**src/design/sdram_map_pkg.sv**
```systemverilog
// shared constants, commands and states of the sdram address mapper
package sdram_map_pkg;
  // ------------------------------------------------------------
  // widths
  // ------------------------------------------------------------
  localparam int ADDR_W = 28;
  localparam int DATA_W = 32;
  localparam int PIN_ADDR_W = 13;
  localparam int ROW_W = 13;
  localparam int COL_W = 11;
  localparam int LANES = 4;
  localparam int CNT_W = 4;
  // ------------------------------------------------------------
  // geometry codes and field positions
  // ------------------------------------------------------------
  localparam logic [1:0] ROWS_2K = 2'h0;
  localparam logic [1:0] ROWS_4K = 2'h1;
  localparam logic [1:0] ROWS_8K = 2'h2;
  localparam logic [1:0] COLS_256 = 2'h0;
  localparam logic [1:0] COLS_2048 = 2'h3;
  localparam logic [4:0] COL_LSB_32 = 5'h02;
  localparam logic [4:0] COL_LSB_16 = 5'h01;
  localparam logic [4:0] COL_W_MIN = 5'h08;
  localparam logic [4:0] ROW_W_MIN = 5'h0B;
  localparam int PIN_AP_BIT = 10;
  // ------------------------------------------------------------
  // access sizes
  // ------------------------------------------------------------
  localparam logic [1:0] SIZE_BYTE = 2'h0;
  localparam logic [1:0] SIZE_HALF = 2'h1;
  localparam logic [1:0] SIZE_WORD = 2'h2;
  // ------------------------------------------------------------
  // pin commands {chip select, row strobe, column strobe, write strobe}
  // ------------------------------------------------------------
  localparam logic [3:0] CMD_DESEL = 4'hF;
  localparam logic [3:0] CMD_NOP = 4'h7;
  localparam logic [3:0] CMD_ACT = 4'h3;
  localparam logic [3:0] CMD_READ = 4'h5;
  localparam logic [3:0] CMD_WRITE = 4'h4;
  localparam logic [3:0] CMD_PRE = 4'h2;
  // ------------------------------------------------------------
  // timing; one memory clock period is two system cycles
  // ------------------------------------------------------------
  localparam int CLK_NS = 20;
  localparam int TICK_NS = 2 * CLK_NS;
  localparam int TRP_NS = 20;
  localparam int TRCD_NS = 20;
  localparam logic [CNT_W-1:0] TRP_TICKS = CNT_W'((TRP_NS + TICK_NS - 1) / TICK_NS);
  localparam logic [CNT_W-1:0] TRCD_TICKS = CNT_W'((TRCD_NS + TICK_NS - 1) / TICK_NS);
  localparam logic [CNT_W-1:0] CAS_TICKS = 4'h2;
  localparam logic [3:0] MASK_ALL_N = 4'hF;
  // ------------------------------------------------------------
  // controller states
  // ------------------------------------------------------------
  typedef enum logic [2:0] {
    ST_IDLE = 3'b000,
    ST_ISSUE = 3'b001,
    ST_GAP = 3'b010,
    ST_RDWAIT = 3'b011,
    ST_DONE = 3'b100
  } state_e;
endpackage

```
**src/design/map_fields_if.sv**
```systemverilog
// decoded address fields passed from the splitter to the controller
`timescale 1ns/1ns
`default_nettype none
interface map_fields_if;
  logic [1:0] bank_field;
  logic [sdram_map_pkg::ROW_W-1:0] row;
  logic [sdram_map_pkg::COL_W-1:0] col;
  logic [1:0] offset;
  logic [sdram_map_pkg::LANES-1:0] lane_en;
  modport producer (output bank_field, output row, output col, output offset, output lane_en);
  modport consumer (input bank_field, input row, input col, input offset, input lane_en);
endinterface
`default_nettype wire

```
**src/design/addr_splitter.sv**
```systemverilog
// splits a linear byte address into bank, row, column, offset and byte lanes
`timescale 1ns/1ns
`default_nettype none
module addr_splitter (
  input wire logic [sdram_map_pkg::ADDR_W-1:0] addr_i,
  input wire logic [1:0] size_i,
  input wire logic [1:0] cfg_rows_i,
  input wire logic [1:0] cfg_cols_i,
  input wire logic cfg_bus16_i,
  map_fields_if.producer fld
);
  // ------------------------------------------------------------
  // field positions
  // ------------------------------------------------------------
  // reserved row code falls back to 8k so the bank never slides off the top
  wire [1:0] rows_sel = (cfg_rows_i > sdram_map_pkg::ROWS_8K) ? sdram_map_pkg::ROWS_8K : cfg_rows_i;
  wire [4:0] col_lsb = cfg_bus16_i ? sdram_map_pkg::COL_LSB_16 : sdram_map_pkg::COL_LSB_32;
  wire [4:0] col_w = sdram_map_pkg::COL_W_MIN + {3'h0, cfg_cols_i};
  wire [4:0] row_w = sdram_map_pkg::ROW_W_MIN + {3'h0, rows_sel};
  wire [4:0] row_lsb = col_lsb + col_w;
  wire [4:0] bank_lsb = row_lsb + row_w;
  wire [10:0] col_mask = 11'h7FF >> (2'h3 - cfg_cols_i);
  wire [12:0] row_mask = 13'h1FFF >> (2'h2 - rows_sel);
  // ------------------------------------------------------------
  // extraction; the 16-bit layout is the 32-bit one moved down one bit
  // ------------------------------------------------------------
  assign fld.col = 11'(addr_i >> col_lsb) & col_mask;
  assign fld.row = 13'(addr_i >> row_lsb) & row_mask;
  assign fld.bank_field = 2'(addr_i >> bank_lsb);
  assign fld.offset = cfg_bus16_i ? {1'b0, addr_i[0]} : addr_i[1:0];
  // ------------------------------------------------------------
  // byte lanes from size and offset; a 16-bit bus only has the low two
  // ------------------------------------------------------------
  wire [3:0] lanes32 = (size_i == sdram_map_pkg::SIZE_BYTE) ? (4'h1 << addr_i[1:0]) :
                       (size_i == sdram_map_pkg::SIZE_HALF) ? (addr_i[1] ? 4'hC : 4'h3) :
                       4'hF;
  wire [3:0] lanes16 = (size_i == sdram_map_pkg::SIZE_BYTE) ? (addr_i[0] ? 4'h2 : 4'h1) :
                       4'h3;
  assign fld.lane_en = cfg_bus16_i ? lanes16 : lanes32;
endmodule
`default_nettype wire

```
**src/design/sdram_address_mapper.sv**
```systemverilog
// sdram address mapper: request port to single-location sdram commands
//
// How it works
// - chip select, row strobe, column strobe and write strobe are low when asserted, high idle.
// - four active-low byte-lane masks, one per data byte, low enables the lane.
// - the bank/row/column split follows the configured rows, columns and bus width.
// - on a 32-bit bus address bits 1:0 are the byte offset and only pick lanes.
// - on a 16-bit bus address bit 0 is the byte offset and the column starts at bit 1.
// - the column sits right above the offset, 8 to 11 bits for 256 to 2048 columns.
// - the row sits right above the column, 11 to 13 bits for 2K to 8K rows.
// - a two-bit bank sits above the row, upper bit on bank pin 1, lower on bank pin 0.
// - 32-bit, 8K rows, 2048 columns gives columns 12:2, rows 25:13, bank 27:26.
// - a 16-bit bus moves every field down one bit, e.g. 2K/256 gives 8:1, 19:9, 21:20.
// - the requester sees plain linear memory; the command protocol stays inside.
// - byte, half-word and word accesses enable only the lanes their size and offset pick.
// - reads and writes move one location each and the open row is kept per bank.
`timescale 1ns/1ns
`default_nettype none
module sdram_address_mapper (
  input wire logic sys_clk_i,
  input wire logic sys_rst_i,
  input wire logic req_valid_i,
  output logic req_ready_o,
  input wire logic req_write_i,
  input wire logic [1:0] req_size_i,
  input wire logic [sdram_map_pkg::ADDR_W-1:0] req_addr_i,
  input wire logic [sdram_map_pkg::DATA_W-1:0] req_wdata_i,
  output logic resp_valid_o,
  output logic [sdram_map_pkg::DATA_W-1:0] resp_rdata_o,
  input wire logic [1:0] cfg_rows_i,
  input wire logic [1:0] cfg_cols_i,
  input wire logic cfg_bus16_i,
  input wire logic low_power_i,
  output logic mem_clock_out_o,
  output logic mem_clock_enable_o,
  output logic mem_chip_select_n_o,
  output logic mem_row_strobe_n_o,
  output logic mem_col_strobe_n_o,
  output logic mem_write_strobe_n_o,
  output logic [1:0] mem_bank_select_o,
  output logic [sdram_map_pkg::PIN_ADDR_W-1:0] mem_address_out_o,
  output logic [sdram_map_pkg::LANES-1:0] byte_lane_mask_n_o,
  input wire logic [sdram_map_pkg::DATA_W-1:0] mem_data_i,
  output logic [sdram_map_pkg::DATA_W-1:0] mem_data_o,
  output logic mem_data_oe_o
);
  // ------------------------------------------------------------
  // request capture and address split
  // ------------------------------------------------------------
  sdram_map_pkg::state_e state_r, state_nxt;
  logic [sdram_map_pkg::ADDR_W-1:0] addr_r;
  logic [1:0] size_r;
  logic write_r;
  logic [sdram_map_pkg::DATA_W-1:0] wdata_r;
  logic div_r;
  logic [sdram_map_pkg::CNT_W-1:0] cnt_r, cnt_nxt;
  logic [3:0] cmd_r, cmd_nxt;
  logic [3:0] open_vld_r;
  logic [sdram_map_pkg::ROW_W-1:0] open_row_r [4];
  logic [sdram_map_pkg::DATA_W-1:0] din_meta_r, din_sync_r;
  logic cke_r;
  logic [1:0] bank_pin_r;
  logic [sdram_map_pkg::PIN_ADDR_W-1:0] addr_pin_r, addr_pin_nxt;
  logic [3:0] mask_n_r;
  logic [sdram_map_pkg::DATA_W-1:0] rdata_r;
  logic oe_r;

  map_fields_if fld ();

  addr_splitter u_split (
    .addr_i(addr_r),
    .size_i(size_r),
    .cfg_rows_i(cfg_rows_i),
    .cfg_cols_i(cfg_cols_i),
    .cfg_bus16_i(cfg_bus16_i),
    .fld(fld.producer)
  );

  // memory clock runs at half rate; tick marks the edge where pins may change
  wire tick = div_r;
  wire accept = req_valid_i && req_ready_o;
  wire row_hit = open_vld_r[fld.bank_field] && (open_row_r[fld.bank_field] == fld.row);
  wire row_open = open_vld_r[fld.bank_field];
  wire issue_tick = (state_r == sdram_map_pkg::ST_ISSUE) && tick;
  wire do_pre = issue_tick && !row_hit && row_open;
  wire do_act = issue_tick && !row_open;
  wire do_rw = issue_tick && row_hit;
  // column bit 10 goes on pin 11 so pin 10 stays free as the auto-precharge flag
  wire [12:0] col_pins = {1'b0, fld.col[10], 1'b0, fld.col[9:0]};

  assign req_ready_o = (state_r == sdram_map_pkg::ST_IDLE) && cke_r && !low_power_i;
  assign resp_valid_o = (state_r == sdram_map_pkg::ST_DONE);

  always_ff @(posedge sys_clk_i)
  begin
    if (accept)
    begin
      addr_r <= req_addr_i;
      size_r <= req_size_i;
      write_r <= req_write_i;
      wdata_r <= req_wdata_i;
    end
  end

  // ------------------------------------------------------------
  // command sequencer
  // ------------------------------------------------------------
  always_comb
  begin
    state_nxt = state_r;
    cnt_nxt = cnt_r;
    cmd_nxt = cmd_r;
    addr_pin_nxt = addr_pin_r;
    if (tick)
    begin
      cmd_nxt = (state_r == sdram_map_pkg::ST_IDLE) ? sdram_map_pkg::CMD_DESEL
                                                    : sdram_map_pkg::CMD_NOP;
    end
    case (state_r)
      sdram_map_pkg::ST_IDLE:
      begin
        if (accept)
          state_nxt = sdram_map_pkg::ST_ISSUE;
      end
      sdram_map_pkg::ST_ISSUE:
      begin
        if (do_rw)
        begin
          cmd_nxt = write_r ? sdram_map_pkg::CMD_WRITE : sdram_map_pkg::CMD_READ;
          addr_pin_nxt = col_pins;
          cnt_nxt = sdram_map_pkg::CAS_TICKS;
          state_nxt = write_r ? sdram_map_pkg::ST_DONE : sdram_map_pkg::ST_RDWAIT;
        end
        else if (do_pre)
        begin
          cmd_nxt = sdram_map_pkg::CMD_PRE;
          addr_pin_nxt = '0;
          cnt_nxt = sdram_map_pkg::TRP_TICKS;
          state_nxt = sdram_map_pkg::ST_GAP;
        end
        else if (do_act)
        begin
          cmd_nxt = sdram_map_pkg::CMD_ACT;
          addr_pin_nxt = fld.row;
          cnt_nxt = sdram_map_pkg::TRCD_TICKS;
          state_nxt = sdram_map_pkg::ST_GAP;
        end
      end
      sdram_map_pkg::ST_GAP:
      begin
        if (tick)
        begin
          cnt_nxt = cnt_r - 4'h1;
          if (cnt_r <= 4'h1)
            state_nxt = sdram_map_pkg::ST_ISSUE;
        end
      end
      sdram_map_pkg::ST_RDWAIT:
      begin
        // one tick more than the latency covers the data synchroniser
        if (tick)
        begin
          cnt_nxt = cnt_r - 4'h1;
          if (cnt_r == 4'h0)
            state_nxt = sdram_map_pkg::ST_DONE;
        end
      end
      sdram_map_pkg::ST_DONE:
      begin
        state_nxt = sdram_map_pkg::ST_IDLE;
      end
      default:
      begin
        state_nxt = sdram_map_pkg::ST_IDLE;
      end
    endcase
  end

  always_ff @(posedge sys_clk_i)
  begin
    if (sys_rst_i)
    begin
      state_r <= sdram_map_pkg::ST_IDLE;
      cnt_r <= '0;
      cmd_r <= sdram_map_pkg::CMD_DESEL;
      addr_pin_r <= '0;
      div_r <= 1'b0;
    end
    else
    begin
      state_r <= state_nxt;
      cnt_r <= cnt_nxt;
      cmd_r <= cmd_nxt;
      addr_pin_r <= addr_pin_nxt;
      div_r <= !div_r;
    end
  end

  // ------------------------------------------------------------
  // open row per bank
  // ------------------------------------------------------------
  always_ff @(posedge sys_clk_i)
  begin
    if (sys_rst_i)
      open_vld_r <= '0;
    else if (do_pre)
      open_vld_r[fld.bank_field] <= 1'b0;
    else if (do_act)
      open_vld_r[fld.bank_field] <= 1'b1;
  end

  always_ff @(posedge sys_clk_i)
  begin
    if (do_act)
      open_row_r[fld.bank_field] <= fld.row;
  end

  // ------------------------------------------------------------
  // pins: bank, masks, data, clock enable
  // ------------------------------------------------------------
  always_ff @(posedge sys_clk_i)
  begin
    if (sys_rst_i)
    begin
      bank_pin_r <= '0;
      mask_n_r <= sdram_map_pkg::MASK_ALL_N;
      oe_r <= 1'b0;
      cke_r <= 1'b1;
    end
    else
    begin
      if (issue_tick)
        bank_pin_r <= fld.bank_field;
      if (tick)
        mask_n_r <= do_rw ? ~fld.lane_en : sdram_map_pkg::MASK_ALL_N;
      if (tick)
        oe_r <= do_rw && write_r;
      cke_r <= !(low_power_i && (state_r == sdram_map_pkg::ST_IDLE));
    end
  end

  always_ff @(posedge sys_clk_i)
  begin
    if (sys_rst_i)
    begin
      din_meta_r <= '0;
      din_sync_r <= '0;
      rdata_r <= '0;
      mem_data_o <= '0;
    end
    else
    begin
      din_meta_r <= mem_data_i;
      din_sync_r <= din_meta_r;
      if ((state_r == sdram_map_pkg::ST_RDWAIT) && (state_nxt == sdram_map_pkg::ST_DONE))
        rdata_r <= din_sync_r;
      if (accept)
        mem_data_o <= req_wdata_i;
    end
  end

  assign mem_clock_out_o = div_r;
  assign mem_clock_enable_o = cke_r;
  assign {mem_chip_select_n_o, mem_row_strobe_n_o, mem_col_strobe_n_o, mem_write_strobe_n_o} = cmd_r;
  assign mem_bank_select_o = bank_pin_r;
  assign mem_address_out_o = addr_pin_r;
  assign byte_lane_mask_n_o = mask_n_r;
  assign mem_data_oe_o = oe_r;
  assign resp_rdata_o = rdata_r;
endmodule
`default_nettype wire

```
**config.mk**
```make
export PLATFORM = sky130hd
export DESIGN_NAME = sdram_address_mapper
export DESIGN_NICKNAME = d
export VERILOG_FILES = /design/src/design/sdram_map_pkg.sv /design/src/design/map_fields_if.sv /design/src/design/addr_splitter.sv /design/src/design/sdram_address_mapper.sv
export SDC_FILE = /design/constraint.sdc
export NUM_CORES = 1
export LEC_CHECK = 0
export ABC_AREA = 1
export BUFFER_PORTS_ARGS = -buffer_cell sky130_fd_sc_hd__buf_2
export CELL_PAD_IN_SITES_DETAIL_PLACEMENT = 0
export CELL_PAD_IN_SITES_GLOBAL_PLACEMENT = 1
export CORE_MARGIN = 4
export CORE_UTILIZATION = 46
export CTS_BUF_LIST = sky130_fd_sc_hd__clkbuf_4
export DETAILED_ROUTE_END_ITERATION = 8
export GPL_ROUTABILITY_DRIVEN = 0
export MAX_ROUTING_LAYER = met4
export PLACE_DENSITY_LB_ADDON = 0.1
export SYNTH_ARGS = -nofsm -noshare
export SYNTH_HDL_FRONTEND = slang
export SYNTH_SLANG_ARGS = --single-unit
```
**constraint.sdc**
```tcl
create_clock -name sys_clk_i -period 8.2 [get_ports sys_clk_i]
set_clock_uncertainty 0.05 [all_clocks]
set_input_delay 2.05 -clock sys_clk_i [delete_from_list [all_inputs] [get_ports sys_clk_i]]
set_output_delay 2.05 -clock sys_clk_i [all_outputs]
set_load 0.05 [all_outputs]
```
Yosys cells after proc, flatten, opt, wreduce, memory -nomap -nowiden
Memories as Yosys holds them, arrays and structs flattened.
Cells that the tools add are included.
Widths: inputs -> output; s select.
Word-level totals
  bits of input ports: 104
  memories: 1
  logic and storage cells: 119
  output and inout port bits: 92
  bits in registers: 196
  memory bits (writable): 52
Memory list
  open_row_r: words 4, bits a word 13, rd ports 1, clocked after memory_dff 0, wr ports 1, RTL line sdram_address_mapper.sv:59  | logic [sdram_map_pkg::ROW_W-1:0] open_row_r [4];
Cells by class
  reduce and logical (&&, ||, !) cells: 27
  bitwise gates (word level): 6
  equality and inequality tests: 9
  magnitude comparators: 4
  multiplexer cells: 42
  shift operators: 6
  add/sub/neg operators: 7
Operators by type and width (count)
  $mux 4: 18
  $mux 13: 3
  $shr 28x5->11: 1
  $shr 28x5->13: 1
  $shr 28x5->2: 1
  $mux 3: 9
  $and 13x13->13: 1
  $eq 13x13->1: 1
  $logic_and 1x1->1: 13
  $shr 13x2->13 const A: 1
  $pmux 3 s4: 1
  $and 11x11->11: 1
  $shr 11x2->11 const A: 1
  $add 4x2->5 const A: 2
  $add 5x5->5: 2
  $not 4->4: 2
  $pmux 4 s2: 1
  $eq 3x2->1 const B: 2
  $eq 3x3->1 const B: 2
  $mux 2: 3
  $logic_not 1->1: 5
  $mux 1: 5
  $and 4x4->4: 1
  $le 4x1->1 const B: 1
  other kinds (21): 23

Logic depth before layout (Yosys ltp)
Gate-level depths: netlist of run 1.
  depth after elaboration: 16
  depth in mapped cells: 30
  depth with buffers taken out: 28

By module
A second synthesis of run 1 with hierarchy kept.
Second synthesis, totals
  cell total of the unflattened synthesis: 1259
  area, all modules: 10292.4 um^2
Modules (own cells, without submodules)
  sdram_address_mapper: area each 9138.8 um^2, seq. area each 5795.6 um^2, instances 1, cells each 1031
  addr_splitter: area each 1153.6 um^2, seq. area each 0.0 um^2, instances 1, cells each 228

Worst setup path after synthesis of run 1
OpenSTA, ideal clock, no wires.
  kind: input-to-reg
  start point: in cfg_cols_i[0]
  end point: mem open_row_r[1][0] (netlist name) (enable)
  required time: 7.748 ns
  setup slack: 1.992 ns
  setup time: 0.402 ns
  cell stages on the path: 20
  data arrival time: 5.757 ns
  buffers on the path: 0
  cell sequence: ha_1 > inv_1 > fa_1 > ha_1 > inv_1 > ha_1 > inv_1 > fa_1 > inv_1 > a21oi_1 > nand2_1 > nand2_2 > nand2_4 > o21ai_0 > nand2_1 > nand2_1 > inv_1 > nor2_1 > inv_1 > nor3_1
On the way
  longest elaborated chain between the ends: 10
RTL lines
  start, declared: RTL line sdram_address_mapper.sv:31  | input wire logic [1:0] cfg_cols_i,
  $add 4x2->5 *: RTL line addr_splitter.sv:18  | wire [4:0] col_w = sdram_map_pkg::COL_W_MIN + {3'h0, cfg_cols_i};
  $add 5x5->5 *: RTL line addr_splitter.sv:20  | wire [4:0] row_lsb = col_lsb + col_w;
  $add 5x5->5 *: RTL line addr_splitter.sv:21  | wire [4:0] bank_lsb = row_lsb + row_w;
  $shr 28x5->2 *: RTL line addr_splitter.sv:29  | assign fld.bank_field = 2'(addr_i >> bank_lsb);
  $bmux 1 s2: RTL line sdram_address_mapper.sv:83  | wire row_open = open_vld_r[fld.bank_field];
  $mux 1 (not written as such): RTL line sdram_address_mapper.sv:83
  $logic_not 1->1: RTL line sdram_address_mapper.sv:86  | wire do_act = issue_tick && !row_open;
  $logic_and 1x1->1: RTL line sdram_address_mapper.sv:86
  $mux 1: RTL line sdram_address_mapper.sv:214  | if (do_act)
  $mux 1 (not written as such): RTL line sdram_address_mapper.sv:215  | open_row_r[fld.bank_field] <= fld.row;
  end, declared: RTL line sdram_address_mapper.sv:59
Mark *: on every way between the ends. The rest lies on a longest branch, timed or not. The select of a mux whose other input is x is not followed.

Worst setup path after layout of run 1
  start point: in cfg_bus16_i
  end point: mem open_row_r[0][0] (netlist name) (enable)
On the way
  longest elaborated chain between the ends: 10
RTL lines
  start, declared: RTL line sdram_address_mapper.sv:32  | input wire logic cfg_bus16_i,
  $mux 2 *: RTL line addr_splitter.sv:17  | wire [4:0] col_lsb = cfg_bus16_i ? sdram_map_pkg::COL_LSB_16 : sdram_map_pkg::COL_LSB_32;
  $add 5x5->5 *: RTL line addr_splitter.sv:20
  $add 5x5->5 *: RTL line addr_splitter.sv:21
  $shr 28x5->2 *: RTL line addr_splitter.sv:29
  $bmux 1 s2: RTL line sdram_address_mapper.sv:83
  $mux 1 (not written as such): RTL line sdram_address_mapper.sv:83
  $logic_not 1->1: RTL line sdram_address_mapper.sv:86
  $logic_and 1x1->1: RTL line sdram_address_mapper.sv:86
  $mux 1: RTL line sdram_address_mapper.sv:214
  $mux 1 (not written as such): RTL line sdram_address_mapper.sv:215
Marked as above.

==> summary.md, run 1 <==
| Metric | Value |
|---|---|
| Crit. End Element | `flip-flop` |
| Initial Util | `0.469` |
| H-tree depth | `3` |
| DIE WIDTH | `between 150 and 200 um` |
| Core Rows | `54` |
| Port buffer count | `about 200` |
| Fin util | `0.562` |
| Vias in the first global route | `8033` |
| R2r endpoint | `byte_lane_mask_n_o[2]` |
| Largest stage delay, worst path | `720 ps` |
| CP required | `~8500 ps` |
| Setup tns final | `0 ps` |
| Final HPWL DP | `18.4 mm` |
| Clk Tree Root Cell | `clkbuf_4` |
| Synth Area in Adders | `0.0124` |
| Clock Latency Late Sink | `between 600 and 700 ps` |
| WP data arrival | `6560 ps` |
| MaxCap Viol Count | `0` |
| DRT iter0 DRCs | `559` |
| Crit-path leading delay family | `adder cells` |
| CTS max path bufs | `3` |
| Post-synthesis mux area share | `0.00293` |
| Grt ovf | `0` |
| Period minus WS final | `6280 ps` |
| Top-Level Pins | `196` |
| Endpoint, Worst Hold | `din_sync_r[9]` |
| Largest family of logic cells by synthesized area | `simple AND/OR/NAND/NOR gates` |
| CTS sink cnt | `248` |
| GRT met1 Usage | `0.285` |
| Post-Synth Simple-Gate Area | `0.212` |
| Worst-path clk slew | `60 ps` |
| Nets | `1585` |
| Reg-to-Reg Start | `addr_r[22]` |
| First-pass DRT Iterations | `5` |
| Fraction of registers with async set/reset | `0` |
| Post-route antenna net violation count | `0` |
| Reg-to-reg slack, setup | `5030 ps` |
| Actual slew at the worst max-slew pin | `943 ps` |
| First-pass GRT wire length | `40.6 mm` |
| Top Usage Layer GRT | `met2` |
| Worst R2R Path Depth | `13` |
| Lkg Pwr | `between 0.005 and 0.006 uW` |
| Cells after Synth | `1247` |
| Fin Hold WS | `339 ps` |
| Top post-synthesis cells by area | `dfxtp_1, edfxtp_1, nand2_1` |
| Grt met2 use | `0.309` |
| DRC errors left | `0` |
| Buf/Inv on CP | `8` |
| Gr usage total | `0.213` |
| Crit Path Class | `primary input to flip-flop` |
| Hold Path Origin | `din_meta_r[9]` |
| Worst rel slew slack | `0.371` |
| Yosys top cell area share | `0.322` |
| Period utilization | `0.766` |
| Synth Area in Compound Gates | `0.117` |
| Inserted Clock Buffers | `between 60 and 70` |
| Hold Crit Depth | `2` |
| Unrepaired setup endpoints after global routing | `false` |
| Slowest CP cell | `fa_1` |
| VDD IR-drop max | `~0.00013 V` |
| Die Span Y | `157 um` |
| Net Count, Synth | `1360` |
| Final Routed Wirelength | `25.9 mm` |
| Power Dens Cells | `254 nW/um2` |
| Worst-path cell chain | `buf_2 > ha_1 > inv_1 > fa_1 > ha_1 > inv_1 > ha_1 > inv_1 > fa_1 > inv_1 > a21oi_1 > nand2_1 > nand2_2 > nand2_4 > o21ai_0 > nand2_1 > nand2_1 > inv_1 > nor2_1 > inv_1 > nor2_1 > buf_4` |
| Max FO, Critical Path | `37` |
| Hold WC Path Type | `flip-flop to flip-flop` |
| Status | `finished clean` |
| Yosys top cell by area | `dfxtp_1` |
| Initial antenna violation count | `1` |
| Final Max Slew Viols | `0` |
| Post-synthesis cell area | `10300 um2` |
| Core ar. | `21900 um2` |
| Final setup viols | `0` |
| Final Hold Viols | `0` |
| Dominant synthesized flop cell | `dfxtp_1` |
| Die area | `24800 um2` |
| Synth unique cells | `39` |
| Largest net degree at the start of global routing | `87` |
| CTS tree | `built` |
| Synth Register Bits | `248` |
| Post-cts hold buffer count | `0` |
| Yosys Warn Count | `0` |
| Critical Path Start Type | `primary input` |
| Max Clk Rate | `159 MHz` |
| Vias/cell | `4.82` |
| Layout cells sized above 1 | `0.224` |
| Most used cell, CP | `inv_1` |
| Post-DR wirelength/cell | `14.4 um` |
| Synth Area per Inst | `8.23 um2` |
| Sequential fraction of the synthesis area | `0.565` |
| Power, Total | `3120 uW` |
| Synth-to-layout area growth | `19.9%` |
| XOR/XNOR Fraction of Synth Area | `0` |
| Stages on worst setup path | `22` |
| GR Util met3 | `0.0707` |
| Post-CTS Setup Bufs | `0` |
| Via count | `8649` |
| # resized after CTS | `0` |
| EDFF count, synth | `83` |
## state kept, by name (all words and copies together), names as in the netlist, named ones only
name / count
addr_r: 28
byte_lane_mask_n_o: 4
cmd_r: 4
cnt_r: 4
din_meta_r: 32
din_sync_r: 32
mem_address_out_o: 13
mem_bank_select_o: 2
mem_clock_enable_o: 1
mem_clock_out_o: 1
mem_data_o: 32
mem_data_oe_o: 1
open_row_r: 52
resp_rdata_o: 32
size_r: 2
state_r: 3
write_r: 1
## kinds of logic after synthesis
group	Yosys count
AO/OA/AOI/OAI	224
multiplexers	3
adder cells (fa/ha/maj)	9
AND/OR/NAND/NOR	526
flip-flops	248
buffers and inverters	237
## final cells by class
type / instances / area (um2)
clock buffers: 94 / 706
fillers: 2170 / 9590
multi-input cells: 762 / 3540
clock inverters: 17 / 115
repair buffers: 213 / 1110
diodes: 1 / 2.50
flip-flops and latches: 248 / 5800
inverters: 181 / 679
well taps: 280 / 350
## worst min-delay path, stage by stage, from the launching register on
cell and delay [ps]:
dfxtp_1 290, inv_1 40, nor2_1 30
## cell usage in the layout (no fill, tap or decap), drive strengths merged
| cell | count |
|---|---|
| nand2 | 307 |
| buf | 213 |
| inv | 183 |
| dfxtp | 165 |
| nor2 | 119 |
| o21ai | 102 |
| a21oi | 96 |
| clkbuf | 94 |
| edfxtp | 83 |
| nand3 | 78 |
| clkinv | 13 |
| nor3 | 10 |
| o211ai | 7 |
| ha | 7 |
| nand4 | 5 |
| and2 | 4 |
| mux2i | 3 |
| a31oi | 3 |
| a211oi | 3 |
| o21bai | 3 |
| a31o | 2 |
| or2 | 2 |
| o22ai | 2 |
| a32o | 2 |
| a21o | 2 |
| fa | 2 |
| diode | 1 |
| a21boi | 1 |
| a22o | 1 |
| nand3b | 1 |
| clkinvlp | 1 |
| bufinv | 1 |
## synth_stat cells (4+ instances only)
cell type    n
nand2_1    297
inv_1      176
dfxtp_1    165
nor2_1     117
o21ai_0     97
a21oi_1     96
edfxtp_1    83
nand3_1     77
clkbuf_1    38
nor3_1      10
buf_2        8
ha_1         7
nand2_2      7
o211ai_1     7
nand4_1      5
and2_1       4
buf_1        4
buf_4        4
inv_2        4
o21ai_1      4
## per-stage QoR
step,cell area (um2),instances,worst slack [ps]
after floorplan,10300,1247,1990
after global placement,11500,1684,1430
after detailed placement,11500,1684,1310
after CTS,12300,1795,2020
after global routing,12300,1796,1430
final,12300,1796,1920
## report_power, final
group          internal [uW]  total (uW)  leakage [uW]  switching (uW)
Combinational            208         725       0.00318             518
Sequential              1330        1350       0.00210            19.2
Clock                    562        1050      0.000486             488
## per-layer routing
layer,part of all wire,vias up
li1,-,4478
met1,0.47,3836
met2,0.43,293
met3,0.083,42
met4,0.017,0
met5,0,-
## worst max-delay path by stage
stage,from,to
2_1_floorplan,cfg_cols_i[0],open_row_r[1][0]
3_3_place_gp,cfg_bus16_i,open_row_r[0][1]
3_5_place_dp,cfg_bus16_i,open_row_r[0][1]
4_1_cts,cfg_bus16_i,open_row_r[0][1]
5_1_grt,cfg_bus16_i,byte_lane_mask_n_o[2]
6_report,cfg_bus16_i,open_row_r[0][0]
Note: power is estimated with default switching activity, not from simulation.
==> inputs of run 2 (changes only) <==
- ABC_AREA: 1 -> 0
- CORE_UTILIZATION: 46 -> 44
- clock period: 8.2 -> 6.5 ns (I/O delays scaled with it)
==> run 2 against run 1 <==
Effect of this change:
- combinational power is 15% lower
- clock-buffer cell count is 5 higher
- clock power is 29% higher
- non-clock buffer count is 16 higher
- register-to-register slack worse by 2500 ps
- largest cell class unchanged
==> summary.md, run 2 <==
| Metric | Value |
|---|---|
| Unrepaired setup endpoints after global routing | `false` |
| EDFF count, synth | `just over 80` |
| Top-Level Pins | `approximately 200` |
| Grt ovf | `0` |
| Sequential fraction of the synthesis area | `0.589` |
| Setup tns final | `0 ps` |
| Clock Power Share | `0.368` |
| Final setup viols | `0` |
| Switching Fraction | `0.282` |
| Gr usage total | `0.193` |
| DIE WIDTH | `~160 um` |
| DRT iter0 DRCs | `515` |
| Synth Area per Inst | `10.7 um2` |
| Via count | `7414` |
| Hold Crit Depth | `2` |
| Actual slew at the worst max-slew pin | `971 ps` |
| Final Hold Viols | `0` |
| Worst R2R Path Depth | `11` |
| Fraction of registers with async set/reset | `0` |
| Hold Path Origin | `din_sync_r[20]` |
| Vias/cell | `4.93` |
| Largest stage delay, worst path | `around 560 ps` |
| Post-CTS Setup Bufs | `0` |
| Status | `finished clean` |
| Reg-to-reg slack, setup | `2580 ps` |
| Cells after Synth | `917` |
| Period utilization | `0.878` |
| Initial antenna violation count | `9` |
| First-pass GRT wire length | `36.7 mm` |
| VDD IR-drop max | `0.000163 V` |
| Synth-to-layout area growth | `23.0%` |
| Post-synth top cells | `nand2_1, dfxtp_1, a21oi_1, edfxtp_1, nor2b_1` |
| Period minus WS final | `5710 ps` |
| Core Rows | `54` |
| Port buffer count | `around 200` |
| Final Max Slew Viols | `0` |
| Synth Register Bits | `248` |
| MaxCap Viol Count | `0` |
| Die area | `24800 um2` |
| CTS sink cnt | `248` |
| Top post-synthesis cells by area | `dfxtp_1, edfxtp_1, nand2_1` |
| Crit-path leading delay family | `adder cells` |
| Post-route antenna net violation count | `0` |
| Synth unique cells | `62` |
| Largest Register | `open_row_r` |
| Yosys Warn Count | `0` |
| Yosys top cell area share | `0.336` |
| Worst-path clk slew | `70 ps` |
| Final Routed Wirelength | `23.7 mm` |
| Max FO, Critical Path | `30` |
| Sequential fraction of design power | `0.463` |
| Nets | `1277` |
| Largest register FFs | `52` |
| Post-synthesis cell area | `about 10000 um2` |
| Largest net degree at the start of global routing | `about 100` |
| First-pass DRT Iterations | `4` |
| Max Clk Rate | `about 180 MHz` |
| CP required | `6970 ps` |
| Buf/Inv on CP | `5` |
| Fin util | `0.552` |
| Inserted Clock Buffers | `69` |
| Crit Path Class | `primary input to flip-flop` |
| Internal power contribution | `about 2600 uW` |
| WP data arrival | `6180 ps` |
| Initial Util | `0.449` |
| Worst-path cell chain | `buf_2 > ha_1 > inv_1 > fa_1 > ha_1 > inv_1 > ha_1 > inv_1 > fa_1 > o21ai_0 > a41oi_1 > nor2_1 > mux4_2 > xor2_1 > or4_1 > a211oi_4 > buf_12 > mux2i_1 > a21oi_1` |
| H-tree depth | `3` |
| Sw Pwr | `1030 uW` |
| Net Count, Synth | `1030` |
| CTS max path bufs | `3` |
| Lkg Pwr | `between 0.004 and 0.005 uW` |
| Power Dens Cells | `303 nW/um2` |
| Core ar. | `21900 um2` |
| Critical Path Start Type | `primary input` |
| DRC errors left | `0` |
| R2r endpoint | `cmd_r[0]` |
| Clock Latency Late Sink | `650 ps` |
| CTS tree | `built` |
| Endpoint, Worst Hold | `resp_rdata_o[20]` |
| Vias in the first global route | `7041` |
| Commonest non-fill, non-tap cells in the layout | `buf_2, nand2_1, dfxtp_1` |
| # resized after CTS | `0` |
| Die Span Y | `158 um` |
| Worst rel slew slack | `0.353` |
| Commonest non-fill, non-tap cell in the layout | `buf_2` |
| Hold WC Path Type | `flip-flop to flip-flop` |
| Slowest CP cell | `mux4_2` |
| Layout cells sized above 1 | `0.314` |
| Crit. End Element | `flip-flop` |
| Post-cts hold buffer count | `0` |
| Dominant synthesized flop cell | `dfxtp_1` |
| Most common cell in the netlist | `nand2_1` |
| Post-DR wirelength/cell | `15.7 um` |
| Logic gate share of total power | `0.169` |
| Final HPWL DP | `16.4 mm` |
| Yosys top cell by area | `dfxtp_1` |
| Clk Tree Root Cell | `clkbuf_4` |
| Reg-to-Reg Start | `addr_r[17]` |
run 2: cell families after synthesis:
group / synth area share
adder cells (fa/ha/maj): 0.0130
flip-flops: 0.589
AND/OR/NAND/NOR: 0.159
AO/OA/AOI/OAI: 0.0967
buffers and inverters: 0.0338
XOR/XNOR: 0.0240
multiplexers: 0.0843
run 2: worst register-to-register path, delay by kind of cell, from the launching register on:
family	cells	cell delay, ps
mux	3	1010
flops	1	500
buf+inv	1	220
simple gates	3	1260
xor+xnor	1	210
compound gates	3	560
run 2: layer usage:
metal  vias up  part of all wire  global-route usage
li1       3715                 -                   -
met1      3415              0.45               0.259
met2       244              0.44               0.272
met3        40             0.085              0.0663
met4         0             0.020              0.0717
met5         -                 0                   -
run 2: worst max-delay path by stage:
stage	from	to	slack, ps	cells past startpoint
after detailed placement	cfg_cols_i[0]	cmd_r[0]	140	19
after CTS	cfg_cols_i[0]	state_r[1]	860	19
final	cfg_cols_i[0]	cmd_r[0]	790	19
after floorplan	cfg_cols_i[0]	byte_lane_mask_n_o[3]	150	20
after global routing	cfg_cols_i[0]	state_r[2]	510	19
after global placement	cfg_cols_i[0]	cmd_r[0]	210	19
run 2: area by class of cell:
cell class	instances	area (um2)
fillers	2043	9800
flip-flops and latches	248	5800
multi-input cells	588	3720
repair buffers	229	1250
clock buffers	99	743
well taps	280	350
clock inverters	22	109
inverters	28	105
diodes	11	27.5
run 2: power by group through the flow:
stage	clock network, uW	registers, uW	logic [uW]
after floorplan	0	1770	386
after global placement	0	1730	620
after detailed placement	0	1730	622
after CTS	1410	1700	624
after global routing	1490	1700	679
final	1350	1700	619
run 2: metrics by stage:
step | total power [uW] | hold WS (ps) | worst slack (ps) | area [um2] | instances
floorplan | 2160 | 364 | 147 | 9840 | 917
global placement | 2350 | 367 | 210 | 11200 | 1373
detailed placement | 2350 | 373 | 145 | 11200 | 1373
CTS | 3730 | 363 | 861 | 12100 | 1494
global route | 3870 | 395 | 515 | 12100 | 1503
finish | 3670 | 366 | 791 | 12100 | 1505
==> inputs of run 3 (changes only) <==
- CORE_MARGIN: 4 -> not set
- CORE_UTILIZATION: 44 -> 48
- clock period: 6.5 -> 6.7 ns (I/O delays scaled with it)
==> run 3 against run 2 <==
Effect of this change:
- worst hold slack got worse by 7.0 ps
- worst setup slack improved by 180 ps
- non-clock buffer count fell by 1
- cell area fell by 1.0%
- register-to-register slack improved by 250 ps
- die area fell by 15%
- flip-flop and latch count did not move
- via count fell by 1.7%
- cell count fell by 2.6%
- total power fell by 5.4%
- core utilization rose by 5.3 points
- critical endpoint unchanged
- largest cell class unchanged
- highest routed layer unchanged
==> summary.md, run 3 (synthesis gave the netlist of run 2 again) <==
| Metric | Value |
|---|---|
| Initial Util | `0.497` |
| Grt met2 use | `0.329` |
| Initial antenna violation count | `4` |
| Worst-path clk slew | `60 ps` |
| CTS max path bufs | `3` |
| Endpoint, Worst Hold | `resp_rdata_o[17]` |
| Inserted Clock Buffers | `61` |
| Non-filler cells in the finished layout | `1466` |
| Power Dens Cells | `289 nW/um2` |
| Final Cell Area | `approximately 12000 um2` |
| First-pass DRT Iterations | `5` |
| Port buffer count | `~200` |
| Largest Register | `open_row_r` |
| CTS sink cnt | `248` |
| DIE WIDTH | `145 um` |
| Critical Path Start Type | `primary input` |
| Grt ovf | `0` |
| Period minus WS final | `5730 ps` |
| Buf/Inv on CP | `5` |
| Fillers | `1740` |
| Lkg Pwr | `0.00492 uW` |
| Setup tns final | `0 ps` |
| Top-Level Pins | `196` |
| Max Clk Rate | `approximately 170 MHz` |
| Slowest CP cell | `fa_1` |
| # resized after CTS | `0` |
| Final setup viols | `0` |
| Vias/cell | `a little under 5` |
| Largest register FFs | `52` |
| Period utilization | `0.856` |
| Commonest non-fill, non-tap cell in the layout | `buf_2` |
| Power, Total | `~3500 uW` |
| Via count | `7286` |
| Pre-CTS setup slack | `260 ps` |
| Post-CTS Setup Bufs | `0` |
| Clk Tree Root Cell | `clkbuf_4` |
| Core ar. | `19800 um2` |
| Largest stage delay, worst path | `about 600 ps` |
| Top Usage Layer GRT | `met2` |
| Core Rows | `51` |
| Hold Path Origin | `din_sync_r[17]` |
| Vias in the first global route | `6926` |
| Final Hold Viols | `0` |
| Reg-to-Reg Start | `addr_r[17]` |
| Worst rel slew slack | `0.353` |
| Largest net degree at the start of global routing | `100` |
| Final Routed Wirelength | `22.6 mm` |
| DRC errors left | `0` |
| Post-route antenna net violation count | `0` |
| Worst-path cell chain | `buf_2 > ha_1 > inv_1 > fa_1 > ha_1 > inv_1 > ha_1 > inv_1 > fa_1 > o311a_1 > a21oi_1 > nor2_1 > mux4_2 > xor2_1 > or4_1 > a211oi_2 > buf_12 > mux2i_1 > a21oi_1` |
| Crit. End Element | `flip-flop` |
| Status | `finished clean` |
| H-tree depth | `2` |
| Actual slew at the worst max-slew pin | `971 ps` |
| VDD IR-drop max | `about 0.00014 V` |
| GR Util met3 | `0.0720` |
| Setup ws final | `approximately 970 ps` |
| Worst R2R Path Depth | `11` |
| GRT met1 Usage | `0.282` |
| Post-DR wirelength/cell | `15.4 um` |
| Hold WC Path Type | `flip-flop to flip-flop` |
| Nets | `1268` |
| DRT iter0 DRCs | `between 300 and 400` |
| Die area | `21100 um2` |
| Final Max Slew Viols | `0` |
| CP required | `7180 ps` |
| Gr usage total | `0.219` |
| Crit-path leading delay family | `adder cells` |
| Crit Path Class | `primary input to flip-flop` |
| Hold Crit Depth | `2` |
| Clock Latency Late Sink | `660 ps` |
| DP Area | `about 11000 um2` |
| Die Span Y | `145 um` |
| Reg-to-reg slack, setup | `2830 ps` |
| Post-cts hold buffer count | `0` |
| Synth-to-layout area growth | `21.7%` |
| MaxCap Viol Count | `0` |
| Final HPWL DP | `15.4 mm` |
| Commonest non-fill, non-tap cells in the layout | `buf_2, nand2_1, dfxtp_1` |
| R2r endpoint | `cmd_r[0]` |
| CTS tree | `built` |
| WP data arrival | `6210 ps` |
| Post-Place Cells | `1357` |
| Max FO, Critical Path | `25` |
| Layout cells sized above 1 | `0.313` |
| First-pass GRT wire length | `35.8 mm` |
| Unrepaired setup endpoints after global routing | `false` |
-- run 3: changes by cell type in the layout (fill, tap and decap cells not counted) --
cell | previous run | this run
a211oi_4 | 1 | 0
clkinv_4 | 2 | 1
diode_2 | 11 | 4
clkinvlp_4 | 2 | 0
buf_4 | 34 | 33
clkbuf_4 | 99 | 102
inv_6 | 1 | 0
inv_2 | 3 | 2
a211oi_2 | 0 | 1
clkinv_1 | 12 | 1
clkinv_2 | 3 | 0
-- run 3: where the power goes --
group / switching (uW) / leakage, uW / internal (uW)
combinational: 348 / 0.00234 / 245
clock: 550 / 0.000479 / 676
sequential: 26.2 / 0.00210 / 1620
total: 924 / 0.00492 / 2540
-- run 3: layout make-up --
type	count	area (um2)	share of cell area
diodes	4	10.0	0.000836
clock buffers	102	766	0.0640
clock inverters	3	16.3	0.00136
inverters	28	105	0.00878
multi-input cells	588	3710	0.310
flip-flops and latches	248	5800	0.484
well taps	265	332	0.0277
repair buffers	228	1240	0.103
-- run 3: how the worst max path moves through the flow --
stage / start / endpoint / slack (ps) / depth (start not counted)
2_1_floorplan: cfg_cols_i[0] / byte_lane_mask_n_o[3] / 300 / 20
3_3_place_gp: cfg_cols_i[0] / cmd_r[0] / 390 / 21
3_5_place_dp: cfg_cols_i[0] / cmd_r[0] / 260 / 19
4_1_cts: cfg_cols_i[0] / cmd_r[0] / 990 / 19
5_1_grt: cfg_bus16_i / cmd_r[0] / 570 / 22
6_report: cfg_bus16_i / cmd_r[0] / 970 / 19
-- run 3: stage by stage --
stage / util / hold slack (ps)
2_1_floorplan: - / 364
3_3_place_gp: 0.565 / 366
3_5_place_dp: 0.565 / 370
4_1_cts: 0.605 / 370
5_1_grt: 0.605 / 378
6_report: 0.605 / 359
-- run 3: layer usage --
layer,wire length [um],part of all wire,vias to the layer above
met5,0,0,-
met4,379,0.017,0
met3,1680,0.074,33
met2,10200,0.45,217
met1,10300,0.46,3363
li1,-,-,3673
-- run 3: worst register-to-register path: stages, from the launching register on --
cell and delay, ps:
edfxtp_1 520, mux4_2 530, mux2i_2 240, xor2_1 180, nand4_1 120, or4b_1 580, o2111a_1 250, or4_1 520
a211oi_2 270, buf_12 220, mux2i_1 210, a21oi_1 80
